**config.mk**
```make
export PLATFORM = sky130hd
export DESIGN_NAME = cross_map_byte_move
export DESIGN_NICKNAME = d
export VERILOG_FILES = /design/src/verilog/byte_move_pkg.sv /design/src/verilog/lane_if.sv /design/src/verilog/byte_lane_unit.sv /design/src/verilog/cross_map_byte_move.sv
export SDC_FILE = /design/constraint.sdc
export NUM_CORES = 1
export LEC_CHECK = 0
export BUFFER_PORTS_ARGS = -buffer_cell sky130_fd_sc_hd__buf_4
export CAP_MARGIN = 20
export CELL_PAD_IN_SITES_DETAIL_PLACEMENT = 1
export CELL_PAD_IN_SITES_GLOBAL_PLACEMENT = 2
export CORE_MARGIN = 1.5
export CORE_UTILIZATION = 30
export DETAILED_ROUTE_END_ITERATION = 8
export PLACE_DENSITY = 0.79
export SETUP_SLACK_MARGIN = 0.05
export SLEW_MARGIN = 20
export SYNTH_ARGS = -nofsm -noshare
export SYNTH_HDL_FRONTEND = slang
export SYNTH_SLANG_ARGS = --single-unit
export TNS_END_PERCENT = 100
```
**constraint.sdc**
```tcl
create_clock -name core_clk_in -period 6.33 [get_ports core_clk_in]
set_clock_uncertainty 0.2 [all_clocks]
set_input_delay 0.3165 -clock core_clk_in [delete_from_list [all_inputs] [get_ports core_clk_in]]
set_output_delay 0.3165 -clock core_clk_in [all_outputs]
set_load 0.005 [all_outputs]
```
**src/verilog/byte_move_pkg.sv**
```systemverilog
// Purpose: Shared constants and types for the cross-map byte move engine
// Assumes: 100 MHz processor clock, 16-bit byte addresses, 15-bit word addresses
// Notes:   Opcodes, map codes, address window and timing counts live here
package byte_move_pkg;

  // Map selectors presented to the mapping hardware
  typedef enum logic [1:0] {
    MAP_EXEC    = 2'h0,
    MAP_ALT_ONE = 2'h1,
    MAP_ALT_TWO = 2'h2
  } map_sel_t;

  // Engine states, Gray coded along the straight path from ST_IDLE to ST_DONE
  typedef enum logic [2:0] {
    ST_IDLE     = 3'h0,
    ST_CHECK    = 3'h1,
    ST_OVERHEAD = 3'h3,
    ST_READ     = 3'h2,
    ST_WRITE    = 3'h6,
    ST_PACE     = 3'h7,
    ST_DONE     = 3'h5
  } move_state_t;

  // Opcodes of the byte move group
  localparam logic [15:0] OP_BYTE_MOVE_ALT1_TO_ALT1 = 16'h83db;
  localparam logic [15:0] OP_BYTE_MOVE_ALT1_TO_ALT2 = 16'h83dc;
  localparam logic [15:0] OP_BYTE_MOVE_ALT2_TO_EXEC = 16'h83dd;
  localparam logic [15:0] OP_BYTE_MOVE_ALT2_TO_ALT1 = 16'h83de;
  localparam logic [15:0] OP_BYTE_MOVE_ALT2_TO_ALT2 = 16'h83df;

  // Address spaces
  localparam int          LOGICAL_SPACE_WORDS = 32768;
  localparam int          CODE_SPACE_WORDS    = 4194304;
  localparam int          WORD_ADDR_W         = $clog2(LOGICAL_SPACE_WORDS);
  localparam logic [14:0] BASE_LO_WORD        = 15'h0002;
  localparam logic [14:0] BASE_HI_WORD        = 15'h03ff;

  // Reset values
  localparam logic [15:0] RST_PTR   = 16'h0000;
  localparam logic [15:0] RST_COUNT = 16'h0000;
  localparam logic [7:0]  RST_BYTE  = 8'h00;

  // Timing
  localparam int CLK_PERIOD_NS       = 10;
  localparam int OVERHEAD_NS         = 3190;
  localparam int BYTE_MIN_NS         = 910;
  localparam int BYTE_MAX_NS         = 2050;
  localparam int REFRESH_STRETCH_PCT = 3;
  localparam int OVERHEAD_CYC = (OVERHEAD_NS + CLK_PERIOD_NS - 1) / CLK_PERIOD_NS;
  localparam int BYTE_MIN_CYC = (BYTE_MIN_NS + CLK_PERIOD_NS - 1) / CLK_PERIOD_NS;
  localparam int BYTE_MAX_CYC = BYTE_MAX_NS / CLK_PERIOD_NS;
  localparam logic [8:0] OVERHEAD_LAST = 9'(OVERHEAD_CYC - 1);
  localparam logic [7:0] BYTE_MIN_LAST = 8'(BYTE_MIN_CYC - 1);

endpackage : byte_move_pkg

```
**src/verilog/lane_if.sv**
```systemverilog
// Purpose: Carries byte addresses and data between engine and lane unit
// Assumes: Combinational lane unit
// Notes:   core modport drives addresses and data, lane modport answers
`timescale 1ns/100ps
interface lane_if;
  logic [15:0] src_byte;
  logic [15:0] dst_byte;
  logic [15:0] rd_word;
  logic [7:0]  wr_byte;
  logic [14:0] src_word;
  logic [14:0] dst_word;
  logic [7:0]  rd_byte;
  logic [15:0] wr_word;
  logic [1:0]  wr_be;

  modport core (output src_byte, dst_byte, rd_word, wr_byte,
                input  src_word, dst_word, rd_byte, wr_word, wr_be);
  modport lane (input  src_byte, dst_byte, rd_word, wr_byte,
                output src_word, dst_word, rd_byte, wr_word, wr_be);
endinterface : lane_if
```
**src/verilog/byte_lane_unit.sv**
```systemverilog
// Purpose: Splits byte addresses into word address and byte lane
// Assumes: Even byte address is the high half of the word
// Notes:   Pure combinational logic
`timescale 1ns/100ps
module byte_lane_unit (
  lane_if.lane lane
);

  always_comb begin
    lane.src_word = lane.src_byte[15:1];
    lane.dst_word = lane.dst_byte[15:1];
    if (lane.src_byte[0]) begin
      lane.rd_byte = lane.rd_word[7:0];
    end else begin
      lane.rd_byte = lane.rd_word[15:8];
    end
    lane.wr_word = {lane.wr_byte, lane.wr_byte};
    lane.wr_be   = lane.dst_byte[0] ? 2'h1 : 2'h2;
  end

endmodule : byte_lane_unit

```
**src/verilog/cross_map_byte_move.sv**
```systemverilog
// Purpose: Microcoded cross-map byte block move engine
// Assumes: Memory answers each request with a one-cycle ack on the same clock
// Notes:   Progress is written back after every byte so a move can resume
`timescale 1ns/100ps
module cross_map_byte_move (
  input  wire logic        core_clk_in,
  input  wire logic        sys_rst_in,
  input  wire logic        instr_valid_in,
  input  wire logic [15:0] opcode_in,
  input  wire logic [15:0] src_ptr_in,
  input  wire logic [15:0] dst_ptr_in,
  input  wire logic [15:0] count_in,
  input  wire logic        code_data_split_in,
  input  wire logic [14:0] base_reg_in,
  input  wire logic        irq_pending_in,
  input  wire logic [15:0] mem_rdata_in,
  input  wire logic        mem_ack_in,
  output logic             instr_ready_out,
  output logic             busy_out,
  output logic             mem_req_out,
  output logic             mem_we_out,
  output logic [1:0]       mem_map_out,
  output logic [14:0]      mem_addr_out,
  output logic [15:0]      mem_wdata_out,
  output logic [1:0]       mem_be_out,
  output logic [15:0]      src_ptr_out,
  output logic [15:0]      dst_ptr_out,
  output logic [15:0]      count_out,
  output logic             regs_we_out,
  output logic             done_out,
  output logic             interrupted_out
);
  byte_move_pkg::move_state_t state_r;
  byte_move_pkg::map_sel_t    smap_r;
  byte_move_pkg::map_sel_t    dmap_r;
  byte_move_pkg::map_sel_t    dec_smap;
  byte_move_pkg::map_sel_t    dec_dmap;
  logic                       dec_ok;
  logic                       cds_r;
  logic [14:0]                base_r;
  logic [15:0]                src_r;
  logic [15:0]                dst_r;
  logic [15:0]                cnt_r;
  logic [7:0]                 byte_r;
  logic [8:0]                 ovh_cnt_r;
  logic [7:0]                 byte_cnt_r;
  logic                       mem_req_r;
  logic                       mem_we_r;
  logic [1:0]                 mem_map_r;
  logic [14:0]                mem_addr_r;
  logic [15:0]                mem_wdata_r;
  logic [1:0]                 mem_be_r;
  logic                       regs_we_r;
  logic                       done_r;
  logic                       intr_r;
  logic                       xfer_done;
  logic                       base_hit;
  logic                       pace_met;
  logic                       ready_r;
  logic                       busy_r;
  lane_if lane ();
  byte_lane_unit u_lane (
    .lane (lane)
  );
  assign lane.src_byte = src_r;
  assign lane.dst_byte = dst_r;
  assign lane.rd_word  = mem_rdata_in;
  assign lane.wr_byte  = byte_r;
  assign xfer_done = mem_req_r && mem_ack_in;
  assign pace_met  = byte_cnt_r >= byte_move_pkg::BYTE_MIN_LAST;
  // Exec destination word inside the base-relative window
  assign base_hit  = cds_r && (dmap_r == byte_move_pkg::MAP_EXEC)
                     && (dst_r[15:1] >= byte_move_pkg::BASE_LO_WORD)
                     && (dst_r[15:1] <= byte_move_pkg::BASE_HI_WORD);
  // Opcode decode to source and destination maps
  always_comb begin
    dec_ok   = 1'b1;
    dec_smap = byte_move_pkg::MAP_ALT_ONE;
    dec_dmap = byte_move_pkg::MAP_ALT_ONE;
    case (opcode_in)
      byte_move_pkg::OP_BYTE_MOVE_ALT1_TO_ALT1: begin
        dec_smap = byte_move_pkg::MAP_ALT_ONE;
        dec_dmap = byte_move_pkg::MAP_ALT_ONE;
      end
      byte_move_pkg::OP_BYTE_MOVE_ALT1_TO_ALT2: begin
        dec_smap = byte_move_pkg::MAP_ALT_ONE;
        dec_dmap = byte_move_pkg::MAP_ALT_TWO;
      end
      byte_move_pkg::OP_BYTE_MOVE_ALT2_TO_EXEC: begin
        dec_smap = byte_move_pkg::MAP_ALT_TWO;
        dec_dmap = byte_move_pkg::MAP_EXEC;
      end
      byte_move_pkg::OP_BYTE_MOVE_ALT2_TO_ALT1: begin
        dec_smap = byte_move_pkg::MAP_ALT_TWO;
        dec_dmap = byte_move_pkg::MAP_ALT_ONE;
      end
      byte_move_pkg::OP_BYTE_MOVE_ALT2_TO_ALT2: begin
        dec_smap = byte_move_pkg::MAP_ALT_TWO;
        dec_dmap = byte_move_pkg::MAP_ALT_TWO;
      end
      default: begin
        dec_ok = 1'b0;
      end
    endcase
  end
  always_ff @(posedge core_clk_in) begin
    if (sys_rst_in) begin
      state_r <= byte_move_pkg::ST_IDLE;
      ready_r <= 1'b1;
      busy_r  <= 1'b0;
    end else begin
      case (state_r)
        byte_move_pkg::ST_IDLE: begin
          if (instr_valid_in && dec_ok) begin
            state_r <= byte_move_pkg::ST_CHECK;
            ready_r <= 1'b0;
            busy_r  <= 1'b1;
          end
        end
        byte_move_pkg::ST_CHECK: begin
          state_r <= byte_move_pkg::ST_OVERHEAD;
        end
        byte_move_pkg::ST_OVERHEAD: begin
          if (ovh_cnt_r == byte_move_pkg::OVERHEAD_LAST) begin
            state_r <= (cnt_r == 16'h0000) ? byte_move_pkg::ST_DONE
                                           : byte_move_pkg::ST_READ;
          end
        end
        byte_move_pkg::ST_READ: begin
          if (xfer_done) begin
            state_r <= byte_move_pkg::ST_WRITE;
          end
        end
        byte_move_pkg::ST_WRITE: begin
          if (xfer_done) begin
            state_r <= byte_move_pkg::ST_PACE;
          end
        end
        byte_move_pkg::ST_PACE: begin
          if (pace_met) begin
            if (cnt_r == 16'h0000 || irq_pending_in) begin
              state_r <= byte_move_pkg::ST_DONE;
            end else begin
              state_r <= byte_move_pkg::ST_READ;
            end
          end
        end
        byte_move_pkg::ST_DONE: begin
          state_r <= byte_move_pkg::ST_IDLE;
          ready_r <= 1'b1;
          busy_r  <= 1'b0;
        end
        default: begin
          state_r <= byte_move_pkg::ST_IDLE;
        end
      endcase
    end
  end
  // Operand registers: maps, pointers and count
  always_ff @(posedge core_clk_in) begin
    if (sys_rst_in) begin
      smap_r <= byte_move_pkg::MAP_EXEC;
      dmap_r <= byte_move_pkg::MAP_EXEC;
      cds_r  <= 1'b0;
      base_r <= 15'h0000;
      src_r  <= byte_move_pkg::RST_PTR;
      dst_r  <= byte_move_pkg::RST_PTR;
      cnt_r  <= byte_move_pkg::RST_COUNT;
    end else if (state_r == byte_move_pkg::ST_IDLE && instr_valid_in && dec_ok) begin
      smap_r <= dec_smap;
      dmap_r <= dec_dmap;
      cds_r  <= code_data_split_in;
      base_r <= base_reg_in;
      src_r  <= src_ptr_in;
      dst_r  <= dst_ptr_in;
      cnt_r  <= count_in;
    end else if (state_r == byte_move_pkg::ST_CHECK && base_hit) begin
      dst_r <= dst_r + {base_r, 1'b0};
    end else if (state_r == byte_move_pkg::ST_WRITE && xfer_done) begin
      src_r <= src_r + 16'h0001;
      dst_r <= dst_r + 16'h0001;
      cnt_r <= cnt_r - 16'h0001;
    end
  end
  always_ff @(posedge core_clk_in) begin
    if (sys_rst_in) begin
      byte_r <= byte_move_pkg::RST_BYTE;
    end else if (state_r == byte_move_pkg::ST_READ && xfer_done) begin
      byte_r <= lane.rd_byte;
    end
  end
  // Overhead and per-byte pacing counters
  always_ff @(posedge core_clk_in) begin
    if (sys_rst_in || state_r != byte_move_pkg::ST_OVERHEAD) begin
      ovh_cnt_r <= 9'h000;
    end else begin
      ovh_cnt_r <= ovh_cnt_r + 9'h001;
    end
  end
  always_ff @(posedge core_clk_in) begin
    if (sys_rst_in || !(state_r == byte_move_pkg::ST_READ
        || state_r == byte_move_pkg::ST_WRITE || state_r == byte_move_pkg::ST_PACE)) begin
      byte_cnt_r <= 8'h00;
    end else if (state_r == byte_move_pkg::ST_PACE && pace_met) begin
      byte_cnt_r <= 8'h00;
    end else if (byte_cnt_r != 8'hff) begin
      byte_cnt_r <= byte_cnt_r + 8'h01;
    end
  end
  // Memory request port, held until acknowledged
  always_ff @(posedge core_clk_in) begin
    if (sys_rst_in) begin
      mem_req_r   <= 1'b0;
      mem_we_r    <= 1'b0;
      mem_map_r   <= 2'h0;
      mem_addr_r  <= 15'h0000;
      mem_wdata_r <= 16'h0000;
      mem_be_r    <= 2'h0;
    end else begin
      mem_req_r <= (state_r == byte_move_pkg::ST_READ || state_r == byte_move_pkg::ST_WRITE)
                   && !xfer_done;
      if (!mem_req_r) begin
        if (state_r == byte_move_pkg::ST_WRITE) begin
          mem_we_r    <= 1'b1;
          mem_map_r   <= dmap_r;
          mem_addr_r  <= lane.dst_word;
          mem_wdata_r <= lane.wr_word;
          mem_be_r    <= lane.wr_be;
        end else begin
          mem_we_r    <= 1'b0;
          mem_map_r   <= smap_r;
          mem_addr_r  <= lane.src_word;
          mem_wdata_r <= 16'h0000;
          mem_be_r    <= 2'h3;
        end
      end
    end
  end
  // Register write-back and completion pulses
  always_ff @(posedge core_clk_in) begin
    if (sys_rst_in) begin
      regs_we_r <= 1'b0;
      done_r    <= 1'b0;
      intr_r    <= 1'b0;
    end else begin
      regs_we_r <= (state_r == byte_move_pkg::ST_WRITE && xfer_done)
                   || (state_r == byte_move_pkg::ST_CHECK);
      done_r    <= state_r == byte_move_pkg::ST_DONE && cnt_r == 16'h0000;
      intr_r    <= state_r == byte_move_pkg::ST_DONE && cnt_r != 16'h0000;
    end
  end
  assign instr_ready_out = ready_r;
  assign busy_out        = busy_r;
  assign mem_req_out     = mem_req_r;
  assign mem_we_out      = mem_we_r;
  assign mem_map_out     = mem_map_r;
  assign mem_addr_out    = mem_addr_r;
  assign mem_wdata_out   = mem_wdata_r;
  assign mem_be_out      = mem_be_r;
  assign src_ptr_out     = src_r;
  assign dst_ptr_out     = dst_r;
  assign count_out       = cnt_r;
  assign regs_we_out     = regs_we_r;
  assign done_out        = done_r;
  assign interrupted_out = intr_r;
  a_done_count_zero: assert property (@(posedge core_clk_in) disable iff (sys_rst_in)
    done_out |-> count_out == 16'h0000)
    else $error("count not zero at completion");
  a_overhead_wait: assert property (@(posedge core_clk_in) disable iff (sys_rst_in)
    ($past(state_r) == byte_move_pkg::ST_OVERHEAD && state_r != byte_move_pkg::ST_OVERHEAD)
    |-> $past(ovh_cnt_r) == byte_move_pkg::OVERHEAD_LAST)
    else $error("overhead period wrong");
  a_byte_pace_min: assert property (@(posedge core_clk_in) disable iff (sys_rst_in)
    ($past(state_r) == byte_move_pkg::ST_PACE && state_r != byte_move_pkg::ST_PACE)
    |-> $past(byte_cnt_r) >= byte_move_pkg::BYTE_MIN_LAST)
    else $error("byte paced too fast");
  a_ptr_advance: assert property (@(posedge core_clk_in) disable iff (sys_rst_in)
    (state_r == byte_move_pkg::ST_WRITE && xfer_done)
    |=> src_ptr_out == $past(src_ptr_out) + 16'h0001
        && dst_ptr_out == $past(dst_ptr_out) + 16'h0001
        && count_out == $past(count_out) - 16'h0001 && regs_we_out)
    else $error("pointers did not advance");
  a_base_adjust: assert property (@(posedge core_clk_in) disable iff (sys_rst_in)
    (state_r == byte_move_pkg::ST_CHECK && cds_r && dmap_r == byte_move_pkg::MAP_EXEC
     && dst_r[15:1] >= 15'h0002 && dst_r[15:1] <= 15'h03ff)
    |=> dst_ptr_out == $past(dst_r) + {$past(base_r), 1'b0})
    else $error("base adjust missing");
  a_alt_no_adjust: assert property (@(posedge core_clk_in) disable iff (sys_rst_in)
    (state_r == byte_move_pkg::ST_CHECK && dmap_r != byte_move_pkg::MAP_EXEC)
    |=> $stable(dst_ptr_out))
    else $error("alternate map destination adjusted");
  a_read_lane: assert property (@(posedge core_clk_in) disable iff (sys_rst_in)
    (mem_req_out && !mem_we_out)
    |-> mem_addr_out == src_r[15:1] && mem_map_out == smap_r)
    else $error("read address or map wrong");
  a_write_lane: assert property (@(posedge core_clk_in) disable iff (sys_rst_in)
    (mem_req_out && mem_we_out)
    |-> mem_addr_out == dst_r[15:1] && mem_map_out == dmap_r
        && mem_be_out == (dst_r[0] ? 2'h1 : 2'h2))
    else $error("write address, map or lane wrong");
  a_decode_alt12: assert property (@(posedge core_clk_in) disable iff (sys_rst_in)
    (instr_ready_out && instr_valid_in && opcode_in == 16'h83dc)
    |=> smap_r == byte_move_pkg::MAP_ALT_ONE && dmap_r == byte_move_pkg::MAP_ALT_TWO)
    else $error("alt one to alt two decode wrong");
  a_irq_stop: assert property (@(posedge core_clk_in) disable iff (sys_rst_in)
    (state_r == byte_move_pkg::ST_PACE && pace_met && irq_pending_in)
    |=> state_r == byte_move_pkg::ST_DONE ##1 (done_out || interrupted_out))
    else $error("interrupt not honoured");
  c_zero_count: cover property (@(posedge core_clk_in) disable iff (sys_rst_in)
    $past(state_r) == byte_move_pkg::ST_OVERHEAD && state_r == byte_move_pkg::ST_DONE);
  c_interrupted: cover property (@(posedge core_clk_in) disable iff (sys_rst_in)
    interrupted_out);
  c_exec_adjust: cover property (@(posedge core_clk_in) disable iff (sys_rst_in)
    state_r == byte_move_pkg::ST_CHECK && base_hit);
  c_full_move: cover property (@(posedge core_clk_in) disable iff (sys_rst_in)
    done_out && $past(state_r, 2) == byte_move_pkg::ST_PACE);
endmodule : cross_map_byte_move

```
==> summary.md, run 1 <==
| Metric | Value |
|---|---|
| Outcome | `finished, final reports clean` |
| Clock slew at reported path FFs | `0.06 ns` |
| Worst Path Max Fanout | `59` |
| Crit path buffers/inverters | `1` |
| Via Count | `7590` |
| Worst vdd ir | `154 uV` |
| GP Congestion | `0.819` |
| Share of cells above drive strength 1 | `21.4%` |
| Initial Util | `30.6%` |
| Synth unique cells | `66` |
| DRT Pass-1 Iters | `7` |
| Syn Inst Count | `936` |
| IO Pins | `191` |
| Routed WL | `26900 um` |
| Die H | `158 um` |
| Worst min path class | `in2reg` |
| Max_slew headroom | `31.3%` |
| Fin crit period | `3.47 ns` |
| Worst EP required | `6.46 ns` |
| CTS max path bufs | `2` |
| Period utilization | `54.8%` |
| Row count | `56` |
| Clock power share | `49.1%` |
| Power density over the cells | `199 mW/mm2` |
| Sinks on Clock Net | `130` |
| Diode count | `0` |
| Combinational share of power | `7.6%` |
| Crit path cell chain | `and2_1 > nand2_1 > buf_4 > nor3_2 > nand2_1 > xor2_1 > a211oi_1` |
| Worst path slowest cell | `dfxtp_2` |
| Max Cap Viol | `0` |
| Reg power frac | `43.3%` |
| Worst-margin pin slew | `1.03 ns` |
| Int Power | `1460 uW` |
| Clk_lat worst skew | `0.43 ns` |
| Vias in the first global route | `7553` |
| Post-DP HPWL | `18800 um` |
| Top post-synthesis cells by count | `nand2_1 (147), dfxtp_1 (130), a21oi_1 (120)` |
| Post-cts sizing count | `0` |
| Cts bufs inserted | `17` |
| Startpoint Class | `flop` |
| Grt peak-use layer | `met2` |
| Number of synthesized flops with an enable pin | `0` |
| Setup bufs post-CTS | `0` |
| Net Count, Synth | `1059` |
| Switching portion of total power | `25.5%` |
| Synthesis Warnings | `0` |
| Layout area overhead | `37.2%` |
| Most numerous cell in the Yosys netlist | `nand2_1` |
| Seq/Total Area, Yosys | `36.3%` |
| Slowest Stage Delay on Critical Path | `0.99 ns` |
| Global-route wire length before repair | `41600 um` |
| GRT Total Usage | `21.8%` |
| Crit. End Element | `flop` |
| Grt total ovfl | `0` |
| Top_reg_cell synth | `dfxtp_1` |
| Synthesized flop and latch total | `130` |
| Top post-synthesis cells by area | `dfxtp_1 (36%), a21oi_1 (8.4%), nand2_1 (7.7%), nor2_1 (4.8%), ha_1 (3.7%)` |
| Post-route cell area | `0.00984 mm2` |
| Mapped cell area | `0.00717 mm2` |
| Largest net degree at the start of global routing | `85` |
| Critical path type | `reg2reg` |
| Pleak | `0.00385 uW` |
| CORE AREA | `0.0235 mm2` |
| I/O Buffers | `190` |
| Die area | `0.0248 mm2` |
| Cell area after placement | `0.00872 mm2` |
| Nets | `1263` |
| TritonCTS clock tree | `done` |
| Leading area contributor after synthesis | `dfxtp_1` |
| Wire per inst | `18.3 um` |
| Post-synth ARST share | `0%` |
| Final hold vios | `0` |
| RSZ-0062 raised after global routing | `false` |
| Final Setup Violations | `0` |
| Max frequency | `0.288 GHz` |
| GR met1 Demand/Resource | `30.1%` |
| # hold bufs at CTS | `56` |
| 1st-iter DRT viols | `407` |
| Worst Path Arrival | `3.60 ns` |
| Top-area cell type share of the netlist area | `36.3%` |
| Critical path's top delay family | `simple AND/OR/NAND/NOR gates` |
| Pins Over Slew Limit | `0` |
| Routed Antenna Nets | `0` |
| Via density | `5.16` |
| Most used cell, CP | `nand2_1` |
| Met3 Track Usage GR | `3.91%` |
| Die X-Extent | `158 um` |
| Syn avg cell area | `7.66 um2` |
| CTS Root Cell | `clkbuf_16` |
| DRC | `0` |
| Total Neg Setup Slack | `0 ns` |
| GR Layer Usage met2 | `35.0%` |
| Initial antenna violation count | `0` |
| H-tree levels | `4` |
| Switch Pwr | `498 uW` |
==> cells in the final DEF, fill, tap and decap left out, drive strengths merged, types with 4 or more instances in the layout <==
| master | count |
|---|---|
| and3 | 16 |
| xnor2 | 19 |
| clkbuf | 18 |
| a221oi | 4 |
| buf | 196 |
| o31a | 5 |
| o2111ai | 4 |
| nand4 | 12 |
| ha | 21 |
| dfxtp | 130 |
| xor2 | 11 |
| o22ai | 4 |
| nand3b | 13 |
| mux2i | 11 |
| o21ai | 31 |
| nor4 | 17 |
| or3 | 9 |
| nor2 | 93 |
| or4 | 6 |
| a21oi | 121 |
| clkinv | 10 |
| inv | 25 |
| nand2b | 7 |
| a31oi | 13 |
| a211oi | 24 |
| o211ai | 11 |
| nor3 | 26 |
| nand3 | 41 |
| nand2 | 147 |
| dlygate4sd3 | 56 |
| and2 | 5 |
| a21o | 8 |
==> per-layer routing <==
metal	part of all wire [%]	vias to the layer above	routed length [um]
li1	-	3763	-
met1	48	3625	12900
met2	46	179	12500
met3	4.4	23	1180
met4	1.4	0	374
met5	0	-	0
==> power by group through the flow <==
| stage | logic [uW] | registers [uW] | clock network, uW |
|---|---|---|---|
| floorplan | 63.6 | 848 | 0 |
| global placement | 121 | 865 | 0 |
| detailed placement | 121 | 866 | 0 |
| CTS | 150 | 848 | 983 |
| global route | 161 | 850 | 1020 |
| finish | 149 | 847 | 959 |
==> layout make-up <==
type,count,area (um2)
multi-input combinational,717,4160
clock buffer,18,429
tap,319,399
sequential,130,2600
clock inverter,14,133
fill,2851,13600
timing repair buffer,252,2030
inverter,22,82.6
==> state kept, by name (all words and copies together) (netlist names), 2 cells and up <==
| signal | flops |
|---|---|
| count_out | 16 |
| mem_map_out | 2 |
| dmap_r | 2 |
| byte_r | 8 |
| src_ptr_out | 16 |
| dst_ptr_out | 16 |
| mem_be_out | 2 |
| mem_wdata_out | 8 |
| smap_r | 2 |
| ovh_cnt_r | 9 |
| state_r | 3 |
| mem_addr_out | 15 |
| byte_cnt_r | 8 |
| base_r | 15 |
==> cell families (layout without fill, tap and decap cells) <==
kind of cell    Yosys count  after routing  share of synthesized area, %
compound gates          246            246                          21.1
xor+xnor                 30             30                          3.66
fa+ha+maj                22             22                          3.94
buf+inv                  89            306                          5.88
flops                   130            130                          36.3
mux                      11             11                          1.54
simple gates            408            408                          27.6
==> path summary, 6_finish.rpt <==
| path | startpoint | to | slack [ns] | cells after the start |
|---|---|---|---|---|
| worst min register to register | smap_r[1]$_SDFFE_PP0P_ | smap_r[1]$_SDFFE_PP0P_ | 0.25 | 2 |
| worst max register to register | mem_req_out$_SDFF_PP0_ | count_out[11]$_SDFFE_PP0P_ | 2.86 | 7 |
| worst max-delay path | mem_req_out$_SDFF_PP0_ | count_out[11]$_SDFFE_PP0P_ | 2.86 | 7 |
| worst min-delay path | dst_ptr_in[13] | dst_ptr_out[13]$_SDFFE_PP0P_ | 0.02 | 3 |
==> metrics by stage <==
step                      worst slack (ns)  total power, uW  hold slack (ns)  util (%)  cells
after floorplan                       3.98              912            0.230         -    936
after global placement                2.97              986            0.246      37.1   1384
after detailed placement              2.80              987            0.249      37.1   1384
after CTS                             2.78             1980          0.00297      41.9   1472
after global routing                  2.53             2030           0.0354      41.9   1472
final                                 2.86             1960           0.0188      41.9   1472
==> worst reg2reg max path: stages (launching register included) <==
cell and delay (ns):
dfxtp_2 0.99, and2_1 0.43, nand2_1 0.43, buf_4 0.37, nor3_2 0.42, nand2_1 0.12, xor2_1 0.15, a211oi_1 0.25
(Power assumes the default switching activity.)
==> run 2, diff against run 1 <==
--- a/config.mk
+++ b/config.mk
@@ -10,9 +10,9 @@
 export CELL_PAD_IN_SITES_DETAIL_PLACEMENT = 1
 export CELL_PAD_IN_SITES_GLOBAL_PLACEMENT = 2
 export CORE_MARGIN = 1.5
-export CORE_UTILIZATION = 30
+export CORE_UTILIZATION = 27
 export DETAILED_ROUTE_END_ITERATION = 8
-export PLACE_DENSITY = 0.79
+export PLACE_DENSITY = 0.75
 export SETUP_SLACK_MARGIN = 0.05
 export SLEW_MARGIN = 20
 export SYNTH_ARGS = -nofsm -noshare
==> constraint.sdc (replaced) <==
create_clock -name core_clk_in -period 3.1 [get_ports core_clk_in]
set_clock_uncertainty 0.2 [all_clocks]
set_input_delay 0.155 -clock core_clk_in [delete_from_list [all_inputs] [get_ports core_clk_in]]
set_output_delay 0.155 -clock core_clk_in [all_outputs]
set_load 0.005 [all_outputs]
==> summary.md, run 2 (synthesis results as in run 1) <==
| Metric | Value |
|---|---|
| Reg power frac | `41.9%` |
| Routed WL | `27900 um` |
| Die area | `0.0275 mm2` |
| Clock slew at reported path FFs | `0.07 ns` |
| Worst path slowest cell | `dfxtp_1` |
| Share of cells above drive strength 1 | `22.3%` |
| Diode count | `0` |
| Post-cts sizing count | `0` |
| FF-to-FF Start | `dst_ptr_out[2]$_SDFFE_PP0P_` |
| Worst Path Arrival | `2.72 ns` |
| GRT Total Usage | `20.4%` |
| H-tree levels | `4` |
| Slowest Stage Delay on Critical Path | `0.55 ns` |
| Largest net degree at the start of global routing | `58` |
| CTS max path bufs | `2` |
| CTS Root Cell | `clkbuf_16` |
| RSZ-0062 raised after global routing | `false` |
| Power density over the cells | `394 mW/mm2` |
| Int Power | `3030 uW` |
| Combinational share of power | `9.4%` |
| Worst Path Max Fanout | `11` |
| Switch Pwr | `1020 uW` |
| Total Neg Setup Slack | `0 ns` |
| TritonCTS clock tree | `done` |
| Cts bufs inserted | `17` |
| Clock power share | `48.7%` |
| Worst-margin pin slew | `0.679 ns` |
| Wire per inst | `18.1 um` |
| Via density | `5.08` |
| Grt total ovfl | `0` |
| Startpoint Class | `flop` |
| Clk_lat worst skew | `0.43 ns` |
| Fin crit period | `2.63 ns` |
| Reg-to-reg slack, setup | `0.47 ns` |
| Pins Over Slew Limit | `0` |
| Final Setup Violations | `0` |
| Initial Util | `27.5%` |
| Cell area after placement | `0.00889 mm2` |
| Row count | `59` |
| Max_slew headroom | `54.7%` |
| Die X-Extent | `166 um` |
| Critical path's top delay family | `compound AO/OA/AOI/OAI gates` |
| IO Pins | `191` |
| Worst min path class | `in2reg` |
| I/O Buffers | `190` |
| Initial antenna violation count | `0` |
| Outcome | `finished, final reports clean` |
| Crit path cell chain | `inv_1 > fa_1 > nand2b_1 > a21oi_1 > o21ai_0 > o21ai_0 > xnor2_1 > a21oi_1` |
| Final hold vios | `0` |
| Crit. End Element | `flop` |
| Period utilization | `84.8%` |
| Hold Path Origin | `dst_ptr_in[12]` |
| DRC | `0` |
| Max Cap Viol | `0` |
| Critical path type | `reg2reg` |
| Pleak | `0.00406 uW` |
| Max frequency | `0.380 GHz` |
| Critical path origin | `dst_ptr_out[2]$_SDFFE_PP0P_` |
| Global-route wire length before repair | `44500 um` |
| Switching portion of total power | `25.3%` |
| Crit path buffers/inverters | `1` |
| Worst EP required | `3.19 ns` |
| Routed Antenna Nets | `0` |
| Die H | `166 um` |
| Layout area overhead | `43.5%` |
| Post-route cell area | `0.0103 mm2` |
| Most frequent cells in the layout | `buf_4 (216), nand2_1 (147), dfxtp_1 (129)` |
| 1st-iter DRT viols | `387` |
| Post-DP HPWL | `20000 um` |
| Filler cells | `3143` |
| Vias in the first global route | `8061` |
| Sinks on Clock Net | `130` |
| CORE AREA | `0.0261 mm2` |
| Worst vdd ir | `278 uV` |
| GP Congestion | `0.804` |
| DRT Pass-1 Iters | `6` |
| Nets | `1310` |
| Via Count | `7794` |
| Commonest non-fill, non-tap cell in the layout | `buf_4` |
## run 2: cell count changes in the layout (fill, tap and decap cells not counted), sizes merged
| cell | before | now |
|---|---|---|
| inv | 25 | 24 |
| clkinv | 10 | 7 |
| buf | 196 | 216 |
| clkinvlp | 0 | 4 |
| dlygate4sd3 | 56 | 83 |
## run 2: worst reg2reg max path: stages (launching register included)
cell	delay (ns)
dfxtp_1	0.55
inv_1	0.12
fa_1	0.44
nand2b_1	0.19
a21oi_1	0.24
o21ai_0	0.23
o21ai_0	0.26
xnor2_1	0.16
a21oi_1	0.08
## run 2: per-layer routing
metal  share of wire, %  wire length (um)  global-route usage (%)  vias up
li1                   -                 -                       -     3851
met2                 48             13300                    34.5      164
met1                 45             12600                    26.5     3750
met4                2.0               557                    5.60        0
met5                  0                 0                       0        -
met3                5.0              1390                    3.67       29
## run 2: cell type report
type                       count  area (um2)  share of cell area [%]
clock buffer                  18         439                    4.27
clock inverter                14         134                    1.30
inverter                      22        82.6                   0.803
multi-input combinational    717        4160                    40.4
sequential                   130        2600                    25.3
tap                          335         419                    4.07
timing repair buffer         299        2450                    23.8
## run 2: what timing repair did
item | in CTS | in global routing
hold buffers | 83 | 0
endpoints found under the hold margin | 75 | 0
setup buffers | 0 | 0
## run 2: power groups by stage
stage	logic, uW	registers, uW	clock network, uW
2_1_floorplan	130	1730	0
6_report	382	1700	1970
5_1_grt	414	1700	2100
3_3_place_gp	296	1730	0
4_1_cts	381	1700	2030
3_5_place_dp	296	1730	0
## run 2: worst paths after layout
check                                  to  depth (start not counted)
min reg2reg        smap_r[1]$_SDFFE_PP0P_                          2
max reg2reg  dst_ptr_out[13]$_SDFFE_PP0P_                          8
min          dst_ptr_out[12]$_SDFFE_PP0P_                          3
max          dst_ptr_out[13]$_SDFFE_PP0P_                          8
## run 2: metrics by stage
step                      setup WS, ns  power [uW]  hold WS [ns]  utilization (%)  std cells
final                            0.471        4050        0.0124             39.5       1535
after global routing             0.267        4210        0.0599             39.5       1535
after CTS                        0.503        4100       0.00151             39.5       1535
after detailed placement         0.516        2030         0.219             34.1       1420
after global placement           0.572        2030         0.204             34.1       1420
after floorplan                  0.752        1860        0.0881                -        936
==> run 3, diff against run 2 <==
--- a/config.mk
+++ b/config.mk
@@ -10,9 +10,9 @@
 export CELL_PAD_IN_SITES_DETAIL_PLACEMENT = 1
 export CELL_PAD_IN_SITES_GLOBAL_PLACEMENT = 2
 export CORE_MARGIN = 1.5
-export CORE_UTILIZATION = 27
+export CORE_UTILIZATION = 30
 export DETAILED_ROUTE_END_ITERATION = 8
-export PLACE_DENSITY = 0.75
+export PLACE_DENSITY = 0.79
 export SETUP_SLACK_MARGIN = 0.05
 export SLEW_MARGIN = 20
 export SYNTH_ARGS = -nofsm -noshare
==> constraint.sdc (replaced) <==
create_clock -name core_clk_in -period 2.68 [get_ports core_clk_in]
set_clock_uncertainty 0.2 [all_clocks]
set_input_delay 0.134 -clock core_clk_in [delete_from_list [all_inputs] [get_ports core_clk_in]]
set_output_delay 0.134 -clock core_clk_in [all_outputs]
set_load 0.005 [all_outputs]
==> summary.md, run 3 (synthesis results as in run 1) <==
| Metric | Value |
|---|---|
| Outcome | `finished, final reports clean` |
| Slowest Stage Delay on Critical Path | `0.54 ns` |
| Die H | `158 um` |
| Share of cells above drive strength 1 | `23.5%` |
| Pins Over Slew Limit | `0` |
| GP Congestion | `0.808` |
| Placed Cells incl. Taps | `1424` |
| Crit path buffers/inverters | `2` |
| Startpoint Class | `flop` |
| Worst min path class | `in2reg` |
| IO Pins | `191` |
| Max Cap Viol | `0` |
| Pleak | `0.00427 uW` |
| Wire per inst | `18.0 um` |
| Non-filler instance count after layout | `1555` |
| Via Count | `8022` |
| Clock slew at reported path FFs | `0.06 ns` |
| Initial antenna violation count | `0` |
| Fin crit period | `2.52 ns` |
| DRT Pass-1 Iters | `5` |
| Core Util, Final | `45.2%` |
| RSZ-0062 raised after global routing | `true` |
| Sinks on Clock Net | `130` |
| Worst path slowest cell | `dlygate4sd3_1` |
| TritonCTS clock tree | `done` |
| Routed WL | `28000 um` |
| Max frequency | `0.396 GHz` |
| Layout area overhead | `47.9%` |
| Worst Path Max Fanout | `9` |
| Period utilization | `94.1%` |
| Clk_lat worst skew | `0.42 ns` |
| Most frequent cells in the layout | `buf_4 (234), nand2_1 (146), dfxtp_1 (129)` |
| Total Neg Setup Slack | `0 ns` |
| Grt total ovfl | `0` |
| 1st-iter DRT viols | `367` |
| Final WS setup | `0.157 ns` |
| Cts bufs inserted | `17` |
| Worst Path Arrival | `2.69 ns` |
| Worst vdd ir | `335 uV` |
| Setup WS pre-CTS | `0.238 ns` |
| Max_slew headroom | `56.5%` |
| Critical path's top delay family | `simple AND/OR/NAND/NOR gates` |
| Power density over the cells | `447 mW/mm2` |
| Sequential cell area | `0.00260 mm2` |
| Worst-margin pin slew | `0.653 ns` |
| Final hold vios | `0` |
| Diode count | `0` |
| Critical path type | `reg2reg` |
| Post-route cell area | `0.0106 mm2` |
| Row count | `56` |
| Final Setup Violations | `0` |
| CTS Root Cell | `clkbuf_16` |
| Worst EP required | `2.85 ns` |
| CORE AREA | `0.0235 mm2` |
| Die X-Extent | `158 um` |
| H-tree levels | `4` |
| CTS max path bufs | `2` |
| GRT Total Usage | `22.9%` |
| Die area | `0.0248 mm2` |
| Cell area after placement | `0.00903 mm2` |
| DRC | `0` |
| Routed Antenna Nets | `0` |
| Largest net degree at the start of global routing | `58` |
| Post-DP HPWL | `20000 um` |
| Filler cells | `2856` |
| Crit path cell chain | `or3b_4 > nor4_4 > nand3_2 > buf_4 > nand3_1 > o211ai_1 > a21oi_1 > dlygate4sd3_1` |
| Multi-input gate area | `0.00417 mm2` |
| Setup bufs post-CTS | `0` |
| Via density | `5.16` |
| Nets | `1346` |
| Commonest non-fill, non-tap cell in the layout | `buf_4` |
| Global-route wire length before repair | `44200 um` |
| Initial Util | `30.6%` |
| I/O Buffers | `190` |
| Vias in the first global route | `8104` |
| Crit. End Element | `flop` |
[run 3: cell type report]
type | count | share of cell area [%]
Tap cell | 319 | 3.76
Sequential cell | 130 | 24.5
Inverter | 22 | 0.778
Clock buffer | 19 | 4.17
Multi-Input combinational cell | 717 | 39.3
Timing Repair Buffer | 335 | 26.2
Clock inverter | 13 | 1.27
[run 3: repair_timing]
item	CTS	global route
endpoints found under the setup margin	0	3
hold endpoints to repair	77	0
resized for setup	0	5
hold buffers	99	0
[run 3: metal layers]
| layer | global-route usage [%] | up-vias | part of all wire, % |
|---|---|---|---|
| met5 | 0 | - | 0 |
| met4 | 6.06 | 0 | 1.6 |
| met3 | 3.86 | 28 | 4.2 |
| met2 | 38.1 | 176 | 48 |
| met1 | 30.5 | 3894 | 46 |
| li1 | - | 3924 | - |
[run 3: worst min-delay path: stages]
cell      delay (ns)
buf_4           0.11
nand2_1         0.11
a211oi_2        0.05
o21ai_1         0.12
a21oi_2         0.07
[run 3: worst paths after layout]
path                      startpoint                          end  slack (ns)  cells past startpoint
max reg2reg  state_r[0]$_SDFFE_PP0P_  dst_ptr_out[1]$_SDFFE_PP0P_        0.16                      8
min reg2reg   smap_r[1]$_SDFFE_PP0P_       smap_r[1]$_SDFFE_PP0P_        0.25                      2
min                     opcode_in[2]       dmap_r[1]$_SDFFE_PP0P_        0.03                      5
max          state_r[0]$_SDFFE_PP0P_  dst_ptr_out[1]$_SDFFE_PP0P_        0.16                      8
[run 3: per-stage QoR]
stage          hold slack, ns  power, uW
3_3_place_gp            0.195       2350
3_5_place_dp            0.199       2350
2_1_floorplan          0.0671       2150
4_1_cts               0.00566       4790
6_report               0.0261       4740
5_1_grt                0.0297       4920
[run 3: where the power goes]
group          switching [uW]  leakage [uW]  total (uW)  internal, uW
Combinational             204       0.00295         451           248
Clock                     939      0.000272        2330          1390
Sequential               11.6       0.00105        1960          1950
Total                    1150       0.00427        4740          3590
